--- src/hw/bus_split_consts.svh ---
// Address map, widths and cycle counts of the bus splitter
`ifndef BUS_SPLIT_CONSTS_SVH
`define BUS_SPLIT_CONSTS_SVH

`define IRAM_BASE       24'h000000
`define IRAM_LAST       24'h000fff
`define PERIPH1_BASE    24'h004000
`define PERIPH1_LAST    24'h0043ff
`define PERIPH1_WIDE    24'h004200
`define PERIPH2_BASE    24'h005000
`define PERIPH2_LAST    24'h005fff
`define PERIPH2_WIDE_LO 24'h005300
`define PERIPH2_WIDE_HI 24'h00531f
`define FLASH_BASE      24'h008000
`define FLASH_LAST      24'h017fff
`define DISPLAY_BASE    24'h080000
`define DISPLAY_LAST    24'h08023f
`define COREIO_BASE     24'hfffc00

`define IRAM_CYCLES     3'h1
`define PERIPH1_CYCLES  3'h1
`define PERIPH2_CYCLES  3'h3
`define COREIO_CYCLES   3'h1
`define NONE_CYCLES     3'h1
`define FLASH_MIN       3'h1
`define FLASH_MAX       3'h5
`define DISPLAY_MIN     3'h2
`define DISPLAY_MAX     3'h5

`define UPPER_MSB       31
`define UPPER_LSB       24

`endif

--- src/hw/bus_split_pkg.sv ---
// Types shared by the bus splitter modules
`default_nettype none
package bus_split_pkg;
  typedef enum logic [1:0] {size_8, size_16, size_32} size_t;
  typedef enum logic [1:0] {width_8, width_16, width_32} width_t;
  typedef enum logic [2:0]
  {
    area_none, area_iram, area_periph1, area_periph2, area_flash, area_display, area_coreio
  } area_t;
endpackage
`default_nettype wire

--- src/hw/area_decoder.sv ---
// Address to area, device width and access cycle count
`include "bus_split_consts.svh"
`default_nettype none
module area_decoder
(
  input  wire logic [23:0]         addr,
  input  wire logic [2:0]          flash_cycles,
  input  wire logic [2:0]          display_cycles,
  output bus_split_pkg::area_t     area,
  output bus_split_pkg::width_t    width,
  output logic [2:0]               cycles
);
  import bus_split_pkg::*;

  always_comb
  begin
    area   = area_none;
    width  = width_32;
    cycles = `NONE_CYCLES;
    if (addr <= `IRAM_LAST)
    begin
      area   = area_iram;
      width  = width_32;
      cycles = `IRAM_CYCLES;
    end
    else if (addr >= `PERIPH1_BASE && addr <= `PERIPH1_LAST)
    begin
      area   = area_periph1;
      width  = (addr >= `PERIPH1_WIDE) ? width_16 : width_8;
      cycles = `PERIPH1_CYCLES;
    end
    else if (addr >= `PERIPH2_BASE && addr <= `PERIPH2_LAST)
    begin
      area   = area_periph2;
      width  = (addr >= `PERIPH2_WIDE_LO && addr <= `PERIPH2_WIDE_HI) ? width_16 : width_8;
      cycles = `PERIPH2_CYCLES;
    end
    else if (addr >= `FLASH_BASE && addr <= `FLASH_LAST)
    begin
      area   = area_flash;
      width  = width_16;
      cycles = (flash_cycles < `FLASH_MIN) ? `FLASH_MIN :
               (flash_cycles > `FLASH_MAX) ? `FLASH_MAX : flash_cycles;
    end
    else if (addr >= `DISPLAY_BASE && addr <= `DISPLAY_LAST)
    begin
      area   = area_display;
      width  = width_8;
      cycles = (display_cycles < `DISPLAY_MIN) ? `DISPLAY_MIN :
               (display_cycles > `DISPLAY_MAX) ? `DISPLAY_MAX : display_cycles;
    end
    else if (addr >= `COREIO_BASE)
    begin
      area   = area_coreio;
      width  = width_32;
      cycles = `COREIO_CYCLES;
    end
  end
endmodule
`default_nettype wire

--- src/hw/access_counter.sv ---
// Down counter that holds one bus access for a loaded number of cycles
`default_nettype none
module access_counter
(
  input  wire logic       sys_clk,
  input  wire logic       sys_rst,
  input  wire logic       load,
  input  wire logic [2:0] load_value,
  output logic            busy,
  output logic            last
);
  typedef struct packed
  {
    logic       busy;
    logic [2:0] count;
  } cnt_state_t;

  cnt_state_t s;
  cnt_state_t next_s;

  always_comb
  begin
    next_s = s;
    if (s.busy)
    begin
      next_s.count = s.count - 3'h1;
      if (s.count == 3'h1)
      begin
        next_s.busy = 1'b0;
      end
    end
    if (load)
    begin
      next_s.busy  = 1'b1;
      next_s.count = load_value;
    end
  end

  always_ff @(posedge sys_clk)
  begin
    if (sys_rst)
    begin
      s <= '0;
    end
    else
    begin
      s <= next_s;
    end
  end

  assign busy = s.busy;
  assign last = s.busy && (s.count == 3'h1);
endmodule
`default_nettype wire

--- src/hw/cpu_bus_access_splitter.sv ---
// CPU bus controller: area decode, access splitting and fetch serialisation
`include "bus_split_consts.svh"
`default_nettype none
// Overview of operation
// - One core clock period counts as exactly one bus cycle.
// - Split by width: 8-bit target 1/2/4, 16-bit 1/1/2, 32-bit always one.
// - Plain 32-bit writes send the top eight data bits as zero.
// - Plain 32-bit memory reads drop the top eight returned bits.
// - Interrupt stack accesses carry all 32 bits: status word high, return address low.
// - All other modules accept 8, 16 and 32-bit CPU accesses.
// - Fetch from flash never overlaps data access to flash, display or area 2.
// - Fetch from internal RAM and data to internal RAM run one after other.
// - A serialised fetch is lengthened by the data access cycles.
// - Internal RAM: 4K bytes at address zero, 32-bit wide, one cycle.
// - Flash: 64K bytes at vector base, 16-bit wide, 1 to 5 cycles.
// - Display RAM: 576 bytes, 8-bit wide, 2 to 5 cycles.
// - Peripheral area 1 at 0x4000, 1K bytes, one cycle per access.
// - Peripheral area 2, 4K bytes of 8-bit and 16-bit blocks, three cycles per access.
// - Top 1K bytes hold core I/O registers, one cycle.
module cpu_bus_access_splitter
(
  input  wire logic                   sys_clk,
  input  wire logic                   sys_rst,
  input  wire logic [2:0]             flash_cycles,
  input  wire logic [2:0]             display_cycles,
  input  wire logic                   data_req,
  input  wire logic [23:0]            data_addr,
  input  wire bus_split_pkg::size_t   data_size,
  input  wire logic                   data_we,
  input  wire logic                   data_stack,
  input  wire logic [31:0]            data_wdata,
  output logic                        data_ack,
  output logic [31:0]                 data_rdata,
  input  wire logic                   fetch_req,
  input  wire logic [23:0]            fetch_addr,
  output logic                        fetch_ack,
  output logic [15:0]                 fetch_rdata,
  output logic                        dbus_req,
  output bus_split_pkg::area_t        dbus_area,
  output bus_split_pkg::width_t       dbus_width,
  output logic [23:0]                 dbus_addr,
  output logic                        dbus_we,
  output logic [31:0]                 dbus_wdata,
  input  wire logic [31:0]            dbus_rdata,
  output logic                        fbus_req,
  output bus_split_pkg::area_t        fbus_area,
  output logic [23:0]                 fbus_addr,
  input  wire logic [15:0]            fbus_rdata
);
  import bus_split_pkg::*;

  typedef enum logic {d_idle, d_access} dstate_t;
  typedef enum logic [1:0] {f_idle, f_wait, f_access} fstate_t;

  typedef struct packed
  {
    dstate_t     dstate;
    logic [23:0] dcur;
    size_t       dsize;
    logic        dwe;
    logic        dstack;
    logic [31:0] dshift;
    logic [31:0] dacc;
    logic [1:0]  piece;
    logic [1:0]  pieces;
    logic [1:0]  plog;
    area_t       darea;
    width_t      dwidth;
    logic [2:0]  dcycles;
    logic        dack;
    logic [31:0] drdata;
    fstate_t     fstate;
    logic [23:0] faddr;
    area_t       farea;
    logic [2:0]  fcycles;
    logic        fack;
    logic [15:0] frdata;
  } state_t;

  state_t      s;
  state_t      next_s;

  area_t       d_area;
  width_t      d_width;
  logic [2:0]  d_cycles;
  area_t       f_area;
  logic [2:0]  f_cycles;

  logic        dload;
  logic [2:0]  dload_val;
  logic        dcnt_busy;
  logic        dcnt_last;
  logic        fload;
  logic [2:0]  fload_val;
  logic        fcnt_busy;
  logic        fcnt_last;

  logic        data_accept;
  logic        data_last;
  logic [1:0]  acc_plog;
  logic [1:0]  bofs;
  logic [4:0]  boff;
  logic [31:0] lane_mask;
  logic [31:0] merged;

  // Overlap of a fetch area with a data area forces one after the other
  function automatic logic conflict(input area_t fa, input area_t da);
    conflict = ((fa == area_flash) &&
                (da == area_flash || da == area_display || da == area_periph2)) ||
               ((fa == area_iram) && (da == area_iram));
  endfunction

  function automatic logic is_memory(input area_t a);
    is_memory = (a == area_iram) || (a == area_flash) || (a == area_display);
  endfunction

  // Piece size is the smaller of access size and device width
  function automatic logic [1:0] piece_log(input size_t sz, input width_t w);
    piece_log = (w < sz) ? 2'(w) : 2'(sz);
  endfunction

  area_decoder data_decoder
  (
    .addr           (data_addr),
    .flash_cycles   (flash_cycles),
    .display_cycles (display_cycles),
    .area           (d_area),
    .width          (d_width),
    .cycles         (d_cycles)
  );

  area_decoder fetch_decoder
  (
    .addr           (fetch_addr),
    .flash_cycles   (flash_cycles),
    .display_cycles (display_cycles),
    .area           (f_area),
    .width          (),
    .cycles         (f_cycles)
  );

  access_counter data_counter
  (
    .sys_clk    (sys_clk),
    .sys_rst    (sys_rst),
    .load       (dload),
    .load_value (dload_val),
    .busy       (dcnt_busy),
    .last       (dcnt_last)
  );

  access_counter fetch_counter
  (
    .sys_clk    (sys_clk),
    .sys_rst    (sys_rst),
    .load       (fload),
    .load_value (fload_val),
    .busy       (fcnt_busy),
    .last       (fcnt_last)
  );

  always_comb
  begin
    next_s    = s;
    dload     = 1'b0;
    dload_val = s.dcycles;
    fload     = 1'b0;
    fload_val = s.fcycles;
    next_s.dack = 1'b0;
    next_s.fack = 1'b0;

    // A pending or running conflicting fetch holds new data off
    data_accept = (s.dstate == d_idle) && data_req &&
                  !((s.fstate != f_idle) && conflict(s.farea, d_area));
    data_last   = (s.dstate == d_access) && dcnt_last && (s.piece == s.pieces);
    acc_plog    = piece_log(data_size, d_width);

    bofs = 2'(s.piece << s.plog);
    boff = {bofs, 3'b000};
    unique case (s.plog)
      2'h0:    lane_mask = 32'h000000ff;
      2'h1:    lane_mask = 32'h0000ffff;
      default: lane_mask = 32'hffffffff;
    endcase
    merged = s.dacc | ((dbus_rdata & lane_mask) << boff);

    unique case (s.dstate)
      d_idle:
      begin
        if (data_accept)
        begin
          next_s.dstate  = d_access;
          next_s.dcur    = data_addr;
          next_s.dsize   = data_size;
          next_s.dwe     = data_we;
          next_s.dstack  = data_stack;
          next_s.darea   = d_area;
          next_s.dwidth  = d_width;
          next_s.dcycles = d_cycles;
          next_s.plog    = acc_plog;
          next_s.piece   = 2'h0;
          next_s.dacc    = 32'h00000000;
          unique case (2'(data_size - acc_plog))
            2'h0:    next_s.pieces = 2'h0;
            2'h1:    next_s.pieces = 2'h1;
            default: next_s.pieces = 2'h3;
          endcase
          if (data_size == size_32 && !data_stack)
          begin
            next_s.dshift = {8'h00, data_wdata[`UPPER_LSB-1:0]};
          end
          else
          begin
            next_s.dshift = data_wdata;
          end
          dload     = 1'b1;
          dload_val = d_cycles;
        end
      end
      d_access:
      begin
        if (dcnt_last)
        begin
          next_s.dacc = merged;
          if (s.piece == s.pieces)
          begin
            next_s.dstate = d_idle;
            next_s.dack   = 1'b1;
            next_s.drdata = merged;
            if (s.dsize == size_32 && !s.dstack && is_memory(s.darea))
            begin
              next_s.drdata[`UPPER_MSB:`UPPER_LSB] = 8'h00;
            end
          end
          else
          begin
            next_s.piece  = s.piece + 2'h1;
            next_s.dcur   = s.dcur + 24'(3'b001 << s.plog);
            next_s.dshift = s.dshift >> (6'(8) << s.plog);
            dload         = 1'b1;
          end
        end
      end
    endcase

    unique case (s.fstate)
      f_idle:
      begin
        if (fetch_req)
        begin
          next_s.faddr   = fetch_addr;
          next_s.farea   = f_area;
          next_s.fcycles = f_cycles;
          if (((s.dstate == d_access) && conflict(f_area, s.darea)) ||
              (data_accept && conflict(f_area, d_area)))
          begin
            next_s.fstate = f_wait;
          end
          else
          begin
            next_s.fstate = f_access;
            fload         = 1'b1;
            fload_val     = f_cycles;
          end
        end
      end
      f_wait:
      begin
        if (data_last || s.dstate == d_idle)
        begin
          next_s.fstate = f_access;
          fload         = 1'b1;
        end
      end
      f_access:
      begin
        if (fcnt_last)
        begin
          next_s.fstate = f_idle;
          next_s.fack   = 1'b1;
          next_s.frdata = fbus_rdata;
        end
      end
      default:
      begin
        next_s.fstate = f_idle;
      end
    endcase
  end

  always_ff @(posedge sys_clk)
  begin
    if (sys_rst)
    begin
      s <= '0;
    end
    else
    begin
      s <= next_s;
    end
  end

  assign data_ack    = s.dack;
  assign data_rdata  = s.drdata;
  assign fetch_ack   = s.fack;
  assign fetch_rdata = s.frdata;
  assign dbus_req    = dcnt_busy;
  assign dbus_area   = s.darea;
  assign dbus_width  = s.dwidth;
  assign dbus_addr   = s.dcur;
  assign dbus_we     = s.dwe;
  assign dbus_wdata  = s.dshift;
  assign fbus_req    = fcnt_busy;
  assign fbus_area   = s.farea;
  assign fbus_addr   = s.faddr;
endmodule
`default_nettype wire

--- config.mk ---
export PLATFORM = sky130hd
export DESIGN_NAME = cpu_bus_access_splitter
export DESIGN_NICKNAME = d
export VERILOG_FILES = /design/src/hw/bus_split_pkg.sv /design/src/hw/area_decoder.sv /design/src/hw/access_counter.sv /design/src/hw/cpu_bus_access_splitter.sv
export VERILOG_INCLUDE_DIRS = /design/src /design/src/hw
export SDC_FILE = /design/constraint.sdc
export NUM_CORES = 1
export LEC_CHECK = 0
export BUFFER_PORTS_ARGS = -buffer_cell sky130_fd_sc_hd__buf_2
export CAP_MARGIN = 15
export CORE_MARGIN = 5
export CORE_UTILIZATION = 35
export CTS_CLUSTER_SIZE = 30
export DETAILED_ROUTE_END_ITERATION = 12
export REMOVE_ABC_BUFFERS = 1
export SYNTH_ARGS = -nofsm -noshare
export SYNTH_HDL_FRONTEND = slang
export SYNTH_HIERARCHICAL = 1
export SYNTH_SLANG_ARGS = --single-unit
export TNS_END_PERCENT = 5
--- constraint.sdc ---
create_clock -name sys_clk -period 6 [get_ports sys_clk]
set_input_delay 0.3 -clock sys_clk [delete_from_list [all_inputs] [get_ports sys_clk]]
set_output_delay 0.3 -clock sys_clk [all_outputs]
set_load 0.02 [all_outputs]
; Yosys cells after proc, flatten, opt, wreduce, memory -nomap -nowiden
; Index checks and enable logic that the tools add are counted.
[totals]
wordCells = 223
in_bits = 142
register_bits = 197
out_inout_bits = 141
[classes]
n_eq_ne = 27
reduce_logical = 56
shifts = 5
bitwise = 5
n_addsub = 5
magnitude_cmp = 28
muxes = 72
[ops]
columns = op, n
row1 = $ge 24x15->1 const B, 6
row2 = $pmux 66 s2, 1
row3 = $le 24x15->1 const B, 5
row4 = $mux 107, 1
row5 = $mux 32, 3
row6 = $mux 3, 31
row7 = $mux 66, 1
row8 = $pmux 32 s2, 1
row9 = $pmux 25 s2, 1
row10 = $ge 24x16->1 const B, 2
row11 = $ge 24x20->1 const B, 2
row12 = $ge 24x24->1 const B, 2
row13 = $le 24x12->1 const B, 2
row14 = $le 24x17->1 const B, 2
row15 = $le 24x20->1 const B, 2
row16 = $mux 33, 1
row17 = $and 32x32->32, 1
row18 = $or 32x32->32, 1
row19 = $shl 32x5->32, 1
row20 = $shr 32x6->32, 1
row21 = $logic_and 1x1->1, 27
row22 = $mux 25, 1
row23 = $add 24x24->24, 1
row24 = $mux 24, 1
row25 = other kinds (35), 101

; Longest topological paths before layout
; Gate-level depths: netlist (run 1).
[logic_depth]
ltp_word = 21
ltp_mapped = 13
depth_no_buf = 12

; Hierarchy
; The synthesis (run 1) kept the hierarchy.
[by_module_without_submodules]
columns = module, cells_per_inst, n_inst, seq_area_each_um2, area_per_inst_um2
row1 = cpu_bus_access_splitter, 1214, 1, 3783.6, 9557.9
row2 = area_decoder, 48, 2, 0.0, 302.8
row3 = access_counter, 25, 2, 80.1, 211.5

; Worst setup path before layout (run 1)
; No wires, ideal clock.
[synth_path]
path_kind = register to register
start = register s[90] in the netlist's numbering
end = register s (netlist bit dbus_addr[20])
path_buffers = 3
setup_time_ns = 0.091
required_ns = 5.909
slack_ns = 2.832
path_stages_with_launch = 11
synth_period_minus_slack_ns = 3.168
arrival_time_ns = 3.077
path_cell_list = dfxtp_1 -> clkbuf_1 -> buf_1 -> clkbuf_1 -> nor2b_1 -> fa_1 -> a211oi_1 -> nor3b_2 -> nand2_1 -> or4_1 -> a311oi_1
[synth_via]
elab_chain_cells = 5
[synth_rtl]
columns = item, line
row1 = start: declaration, cpu_bus_access_splitter.sv:80  ; state_t s;
row2 = start signal: assignment, cpu_bus_access_splitter.sv:299  ; s <= next_s;
row3 = $shl 1x2->24, cpu_bus_access_splitter.sv:238  ; next_s.dcur = s.dcur + 24'(3'b001 << s.plog);
row4 = $add 24x24->24, cpu_bus_access_splitter.sv:238
row5 = $mux 24, cpu_bus_access_splitter.sv:225  ; if (s.piece == s.pieces)
row6 = $mux 25, cpu_bus_access_splitter.sv:222  ; if (dcnt_last)
row7 = $pmux 25 s2, cpu_bus_access_splitter.sv:187  ; unique case (s.dstate)
; No other way between the ends. The select of a mux whose other input is x is not followed.
; A chain may end at the register's enable or synchronous reset.

; Worst setup path in the final report (run 1)
[layout_path]
start = register s[90] in the netlist's numbering
end = register s (netlist bit dbus_addr[23])
; Same word-level chain as after synthesis.

==> impl_metrics.env, run 1 <==
export IMPL_place_inst=1818
export IMPL_nets=1605
export IMPL_status="completed"
export IMPL_yosysWarnings=6
export IMPL_grt_overflow=0
export IMPL_dieArea_mm2=0.03370
export IMPL_syn_cell_area_mm2=0.01055
export IMPL_powerDensity_mw_per_mm2=256.1
export IMPL_drtPass1Iterations=5
export IMPL_fp_dieH_um=183.6
export IMPL_worstPathArrival_ns=4.06
export IMPL_grt_pass1_wl_mm=51.49
export IMPL_port_buffers=282
export IMPL_postRouteAntennaNets=0
export IMPL_drt_wl_total_mm=32.96
export IMPL_wl_per_cell_um=17.79
export IMPL_die_x_um=183.6
export IMPL_cts_hold_buf=0
export IMPL_grt_use_total_pct=18.74
export IMPL_final_cells=1853
export IMPL_finalClockSkew_ns=0.01092
export IMPL_final_common_cell="buf_2"
export IMPL_cts_buffers=17
export IMPL_rsz0062_at_grt="false"
export IMPL_cts_root_buffer="clkbuf_16"
export IMPL_hp_class="in2reg"
export IMPL_final_util_pct=39.88
export IMPL_hold_ws_ns=0.06889
export IMPL_fin_crit_ns=3.721
export IMPL_drv_cap=0
export IMPL_dp_hpwl_mm=22.95
export IMPL_routabilityCongestion=0.8691
export IMPL_drc=0
export IMPL_clk_path_buf_depth=2
export IMPL_cp_end_kind="register"
export IMPL_worstSetupStartpointType="register"
export IMPL_timing_final_ws_setup_ns=2.279
export IMPL_initial_core_util_pct=35.49
export IMPL_n_fill_cell=3076
export IMPL_drv_slew=0
export IMPL_design_area_mm2=0.01185
export IMPL_postCtsResizedCells=0
export IMPL_htreeDepth=4
export IMPL_path_clk_slew_ns=0.08
export IMPL_hold_viol_final=0
export IMPL_p_total_mw=3.035
export IMPL_drt_iter0_markers=514
export IMPL_grt_max_degree=81
export IMPL_core_area_mm2=0.02972
export IMPL_avgSynthCellArea_um2=7.795
export IMPL_areaGrowthSynthToFinish_pct=12.36
export IMPL_syn_instance_count=1353
export IMPL_power_leakage_nw=4.821
export IMPL_num_rows=63
export IMPL_ios=283
export IMPL_cts_sinks=197
export IMPL_worst_slew_pin_slew_ns=1.121
export IMPL_via_count=9830
export IMPL_slew_headroom_pct=25.28
export IMPL_cts_tree="done"
export IMPL_drive_gt1_share_pct=24.90
export IMPL_critPathMaxFanout=39
export IMPL_layout_common_cells="281 x buf_2, 207 x nand2_1, 196 x dfxtp_1"
export IMPL_postCtsSetupBuffers=0
export IMPL_required_ns=6.34
export IMPL_peakVddDrop_mv=0.1760
export IMPL_clock_fmax_mhz=268.8
export IMPL_setup_tns_ns=0
export IMPL_path_class="reg2reg"
export IMPL_grt_pass1_vias=9451
export IMPL_antenna_found_initial=2
export IMPL_finalSetupViolCount=0
export IMPL_clk_latency_ns=0.44
export IMPL_layout_worst_path_cycle_share_pct=62.01
export IMPL_placed_area_mm2=0.01121
export IMPL_place_ws_ns=1.913
export IMPL_avgViaCountPerCell=5.305
## flip-flops by register name, summed over array words and instances, names as in the netlist
register,count
fetch_counter/busy,1
fbus_area,3
dbus_area,3
dbus_width,2
fetch_counter/s,3
fbus_addr,24
data_counter/s,3
fetch_ack,1
dbus_wdata,32
s,50
fetch_rdata,16
data_counter/busy,1
data_rdata,32
dbus_addr,24
data_ack,1
dbus_we,1
## per-layer routing
| layer | global-route usage, % | wire length, um |
|---|---|---|
| met1 | 24.79 | 14570 |
| met2 | 30.95 | 15570 |
| met3 | 4.017 | 2310 |
| met4 | 5.304 | 497 |
| met5 | 0 | 7 |
## final timing paths
kind                     to  slack, ns           start  cells after the start
max reg2reg   dbus_addr[23]       2.28           s[90]                      7
min reg2reg  data_rdata[18]       0.45  data_rdata[18]                      2
min          dbus_wdata[25]       0.07  data_wdata[25]                      2
max           dbus_addr[23]       2.28           s[90]                      7
## where the power goes
part           internal, mW  leakage [nW]  switching [mW]
sequential             1.36          1.61          0.0568
combinational         0.164          2.94           0.284
clock                 0.621         0.277           0.548
## cell type report
cell class,instances,area (um^2),area share [%]
diodes,1,2.502,0.02112
clock buffers,18,429.2,3.622
clock inverters,13,150.1,1.267
inverters,20,77.57,0.6546
multi-input cells,915,5172,43.65
flip-flops and latches,197,3945,33.29
well taps,390,488.0,4.118
repair buffers,299,1585,13.38
## critical path: stages (launching register included)
cell	delay, ns
dfxtp_2	1.02
and2_1	0.35
ha_1	0.25
a21oi_1	0.10
o22ai_1	0.69
nand2_1	0.36
or4_1	0.56
a311oi_1	0.29
(Power assumes the default switching activity.)
==> inputs of run 2 (changes only) <==
ABC_AREA = 1   (was not set)
clock period = 3.1 ns   (was 6 ns; I/O delays follow)
==> run 2 against run 1 <==
- register-to-register slack got worse by 1.5 ns
- combinational power grew to 2.6 times the previous value
- utilization rose by 0.32 points
- global-route usage grew 0.36 points
- non-clock buffer count is 44 higher
- wire length grew 13%
- critical path type is now in2reg
- critical endpoint is now fetch_counter/s[2]
- largest power group unchanged
==> impl_metrics.env, run 2 <==
export IMPL_status="completed"
export IMPL_drt_iter0_markers=727
export IMPL_design_area_mm2=0.01375
export IMPL_core_area_mm2=0.03420
export IMPL_worstPathArrival_ns=2.85
export IMPL_grt_use_met1_pct=24.23
export IMPL_powerDensity_mw_per_mm2=452.5
export IMPL_grt_pass1_vias=11479
export IMPL_clk_path_buf_depth=2
export IMPL_postRouteAntennaNets=0
export IMPL_n_fill_cell=3662
export IMPL_peakVddDrop_mv=0.5304
export IMPL_htreeDepth=4
export IMPL_final_common_cell="nand2_1"
export IMPL_slowest_delay_ns=0.55
export IMPL_hp_class="in2reg"
export IMPL_gr_usage_met3_pct=5.607
export IMPL_p_total_mw=6.220
export IMPL_finalSetupViolCount=0
export IMPL_r2r_cells=8
export IMPL_routabilityCongestion=0.8581
export IMPL_wl_per_cell_um=15.14
export IMPL_port_buffers=282
export IMPL_drt_wl_total_mm=37.39
export IMPL_cp_top_family="simple AND/OR/NAND/NOR gates"
export IMPL_rrSetupSlack_ns=0.76
export IMPL_largest_register_ffs=50
export IMPL_die_x_um=195.4
export IMPL_layout_worst_path_cycle_share_pct=81.65
export IMPL_cpMostUsedCell="nand2_1"
export IMPL_cts_sinks=197
export IMPL_required_ns=3.41
export IMPL_yosysWarnings=6
export IMPL_path_class="in2reg"
export IMPL_path_clk_slew_ns=0.07
export IMPL_cp_end_kind="register"
export IMPL_critPathBufInv=4
export IMPL_areaGrowthSynthToFinish_pct=14.23
export IMPL_slew_headroom_pct=37.25
export IMPL_cts_buffers=17
export IMPL_syn_cell_area_mm2=0.01203
export IMPL_grt_use_met2_pct=32.05
export IMPL_grt_pass1_wl_mm=60.08
export IMPL_dp_hpwl_mm=26.43
export IMPL_layout_common_cells="464 x nand2_1, 281 x buf_2, 203 x inv_1"
export IMPL_timing_final_ws_setup_ns=0.5689
export IMPL_drv_slew=0
export IMPL_postCtsSetupBuffers=0
export IMPL_drive_gt1_share_pct=20.01
export IMPL_fp_dieH_um=195.4
export IMPL_dieArea_mm2=0.03819
export IMPL_fin_crit_ns=2.531
export IMPL_ios=283
export IMPL_initial_core_util_pct=35.18
export IMPL_avgViaCountPerCell=4.804
export IMPL_worstSetupStartpointType="primary input"
export IMPL_power_leakage_nw=6.763
export IMPL_worst_slew_pin_slew_ns=0.9378
export IMPL_seqCellArea_mm2=0.003944
export IMPL_clk_latency_ns=0.44
export IMPL_rsz0062_at_grt="false"
export IMPL_place_ws_ns=0.4220
export IMPL_drc=0
export IMPL_via_count=11865
export IMPL_antenna_found_initial=3
export IMPL_drv_cap=0
export IMPL_multiInputGateArea_mm2=0.005869
export IMPL_drtPass1Iterations=6
export IMPL_grt_max_degree=81
export IMPL_top_register="s"
export IMPL_critPathSlowestCell="dlygate4sd3_1"
export IMPL_grt_overflow=0
export IMPL_grt_use_total_pct=19.11
export IMPL_final_util_pct=40.19
export IMPL_hold_viol_final=0
export IMPL_avgSynthCellArea_um2=6.449
export IMPL_cp_cell_sequence="dlygate4sd3_1 > buf_2 > nor2_2 > nand2_2 > nor2_4 > o211ai_2 > nand3_1 > inv_1 > nor3_1 > nand4_1 > nand2_1 > nand2_1 > nand3_1 > nand2_1 > nand2_1 > clkinv_1 > a21oi_1 > a21oi_1"
export IMPL_cts_root_buffer="clkbuf_16"
export IMPL_num_rows=68
export IMPL_finalClockSkew_ns=0.009149
export IMPL_syn_instance_count=1866
export IMPL_setup_tns_ns=0
export IMPL_critPathMaxFanout=6
export IMPL_cts_tree="done"
export IMPL_clock_fmax_mhz=395.1
export IMPL_whs_path_depth=3
export IMPL_nets=2157
export IMPL_busiest_layer="met2"
export IMPL_crit_cells=18
export IMPL_placed_area_mm2=0.01283
## run 2: changes by cell type in the layout (fill, tap and decap cells not counted), sizes merged, moves of 39 or more
cell / change
nor2: +83
inv: +189
a211oi: -39
o21ai: +41
nand2: +267
nand3: +150
## run 2: worst min-delay path, delay by kind of cell
family	cells	cell delay, ns
buf+inv	1	0.13
simple gates	2	0.14
## run 2: path summary, 6_finish.rpt
path / start / endpoint
worst max-delay path: fetch_addr[20] / fetch_counter/s[2]
worst min register to register: fetch_rdata[9] / fetch_rdata[9]
worst max register to register: s[91] / s[104]
worst min-delay path: fetch_addr[12] / fbus_addr[12]
## run 2: area by class of cell
| class | count | share of cell area [%] |
|---|---|---|
| Antenna cell | 1 | 0.01820 |
| Clock buffer | 21 | 3.349 |
| Clock inverter | 10 | 0.8829 |
| Inverter | 213 | 5.825 |
| Multi-Input combinational cell | 1230 | 42.70 |
| Sequential cell | 197 | 28.69 |
| Tap cell | 455 | 4.141 |
| Timing Repair Buffer | 343 | 14.40 |
## run 2: repair_timing
action | CTS | global route
setup endpoints to repair | 0 | 0
hold buffers | 33 | 0
endpoints found under the hold margin | 33 | 0
gates resized for setup | 0 | 0
## run 2: per-layer routing
metal,up-vias,routed length [um]
li1,6070,-
met1,5399,16610
met2,356,17260
met3,36,2946
met4,4,552
met5,-,21
## run 2: power by group
group	leakage, nW	internal [mW]	switching, mW	total, mW
Clock	0.290	1.24	1.06	2.30
Sequential	1.61	2.65	0.101	2.75
Combinational	4.86	0.404	0.762	1.17
Total	6.76	4.29	1.93	6.22
## run 2: metrics by stage
stage          hold slack (ns)  instances
2_1_floorplan           0.2241       1640
3_3_place_gp            0.3773       2405
3_5_place_dp            0.3837       2405
4_1_cts               0.003054       2469
5_1_grt                0.03383       2469
6_report               0.02845       2470
==> inputs of run 3 (changes only) <==
clock period = 2.1 ns   (was 3.1 ns; I/O delays follow)
==> run 3 against run 2 <==
- worst hold slack lost 0.010 ns
- die area unchanged
- sequential cell count stayed put
- clock skew about the same
- sequential power rose by 48%
- critical path depth fell by 6
- via count grew 4.3%
- sequential share of layout area down 2.4 points
- wire length increased by 2.0%
- combinational power grew 66%
- count of clock-buffer cells in the layout is 1 lower
- critical path type is now reg2reg
- largest cell class unchanged
- highest routed layer unchanged
==> impl_metrics.env, run 3 (same netlist as run 2, synthesis figures left out) <==
export IMPL_ios=283
export IMPL_port_buffers=282
export IMPL_finalClockSkew_ns=0.008889
export IMPL_grt_use_total_pct=19.34
export IMPL_holdPathEnd="dbus_wdata[11]"
export IMPL_hp_start="data_wdata[11]"
export IMPL_n_fill_cell=3633
export IMPL_cp_top_family="adder cells"
export IMPL_htreeDepth=4
export IMPL_critPathBufInv=3
export IMPL_cts_root_buffer="clkbuf_16"
export IMPL_r2r_start="s[90]"
export IMPL_final_cells=2598
export IMPL_drive_gt1_share_pct=24.23
export IMPL_required_ns=2.49
export IMPL_finalSetupViolCount=0
export IMPL_path_class="reg2reg"
export IMPL_layout_common_cells="460 x nand2_1, 281 x buf_2, 202 x inv_1"
export IMPL_whs_path_depth=5
export IMPL_grt_overflow=0
export IMPL_fp_dieH_um=195.4
export IMPL_place_inst=2499
export IMPL_clk_latency_ns=0.44
export IMPL_design_area_mm2=0.01500
export IMPL_largest_register_ffs=50
export IMPL_peakVddDrop_mv=0.7441
export IMPL_slowest_delay_ns=0.40
export IMPL_cts_sinks=197
export IMPL_initial_core_util_pct=35.18
export IMPL_status="completed"
export IMPL_critPathMaxFanout=5
export IMPL_fin_crit_ns=1.983
export IMPL_antenna_found_initial=2
export IMPL_nets=2284
export IMPL_clk_path_buf_depth=2
export IMPL_grt_pass1_vias=12071
export IMPL_postRouteAntennaNets=0
export IMPL_cp_end_kind="register"
export IMPL_areaGrowthSynthToFinish_pct=24.67
export IMPL_wl_per_cell_um=14.68
export IMPL_core_area_mm2=0.03420
export IMPL_worstPathArrival_ns=2.37
export IMPL_drtPass1Iterations=5
export IMPL_drt_iter0_markers=649
export IMPL_hold_viol_final=0
export IMPL_cts_buffers=17
export IMPL_r2r_cells=12
export IMPL_final_common_cell="nand2_1"
export IMPL_clock_fmax_mhz=504.2
export IMPL_cts_tree="done"
export IMPL_worstSetupStartpointType="register"
export IMPL_power_leakage_nw=7.405
export IMPL_slew_headroom_pct=46.16
export IMPL_grt_max_degree=53
export IMPL_worst_slew_pin_slew_ns=0.8002
export IMPL_placed_area_mm2=0.01366
export IMPL_setup_tns_ns=0
export IMPL_grt_pass1_wl_mm=61.13
export IMPL_drc=0
export IMPL_dieArea_mm2=0.03819
export IMPL_routabilityCongestion=0.8584
export IMPL_drv_slew=0
export IMPL_dp_hpwl_mm=27.42
export IMPL_avgViaCountPerCell=4.763
export IMPL_drt_wl_total_mm=38.13
export IMPL_layout_worst_path_cycle_share_pct=94.45
export IMPL_rrSetupSlack_ns=0.12
export IMPL_top_register="s"
export IMPL_cp_cell_sequence="buf_12 > nor2_8 > ha_1 > fa_2 > a21oi_2 > buf_4 > nor2_1 > nor2_1 > nand3_1 > nand3_1 > nand2_1 > inv_1"
export IMPL_hold_ws_ns=0.01817
export IMPL_hp_class="in2reg"
export IMPL_drv_cap=0
export IMPL_path_clk_slew_ns=0.08
export IMPL_die_x_um=195.4
export IMPL_powerDensity_mw_per_mm2=622.7
export IMPL_via_count=12373
export IMPL_critPathSlowestCell="fa_2"
export IMPL_p_total_mw=9.343
export IMPL_num_rows=68
export IMPL_r2r_end="dbus_addr[4]"
-- run 3: worst max-delay path by stage --
stage	endpoint	startpoint	cells after the start
2_1_floorplan	dbus_wdata[0]	data_addr[21]	17
3_3_place_gp	dbus_addr[16]	s[91]	12
3_5_place_dp	dbus_addr[16]	s[91]	12
4_1_cts	dbus_addr[4]	s[90]	12
5_1_grt	dbus_addr[4]	s[90]	12
6_report	dbus_addr[4]	s[90]	12
-- run 3: final cells by class --
type                    count  area (um^2)  area share (%)
diodes                      1        2.502         0.01668
clock buffers              20        466.7           3.111
clock inverters            12        115.1          0.7672
inverters                 213        800.8           5.337
multi-input cells        1230         5948           39.65
flip-flops and latches    197         3948           26.31
well taps                 455        569.3           3.795
repair buffers            470         3153           21.02
-- run 3: what timing repair did --
| action | in CTS | in global routing |
|---|---|---|
| resized for setup | 4 | 20 |
| buffers inserted | 0 | 1 |
| pin swaps | 0 | 3 |
| hold buffers | 65 | 0 |
| setup endpoints to repair | 22 | 61 |
| hold endpoints to repair | 61 | 0 |
-- run 3: layer usage --
layer	up-vias	wire, um	global-route usage, %
li1	6342	-	-
met1	5629	16910	24.31
met2	362	17850	33.01
met3	38	2904	5.556
met4	2	440	4.215
met5	-	13	0
-- run 3: report_power, final --
| group | total [mW] | internal [mW] | switching (mW) |
|---|---|---|---|
| Clock | 3.35 | 1.76 | 1.59 |
| Sequential | 4.06 | 3.91 | 0.147 |
| Combinational | 1.94 | 0.768 | 1.17 |
| Total | 9.34 | 6.43 | 2.91 |
-- run 3: worst min-delay path, cell delays in order --
cell and delay, ns:
buf_2 0.08, nand3_1 0.07, nand2_1 0.06, nor2_1 0.04, nor2_1 0.08
-- run 3: per-stage QoR --
| stage | util (%) | setup slack, ns |
|---|---|---|
| after floorplan | - | -2.363 |
| after global placement | 39.95 | -0.2012 |
| after detailed placement | 39.95 | -0.2312 |
| after CTS | 43.58 | 0.01503 |
| after global routing | 43.87 | -0.02019 |
| final | 43.87 | 0.1166 |
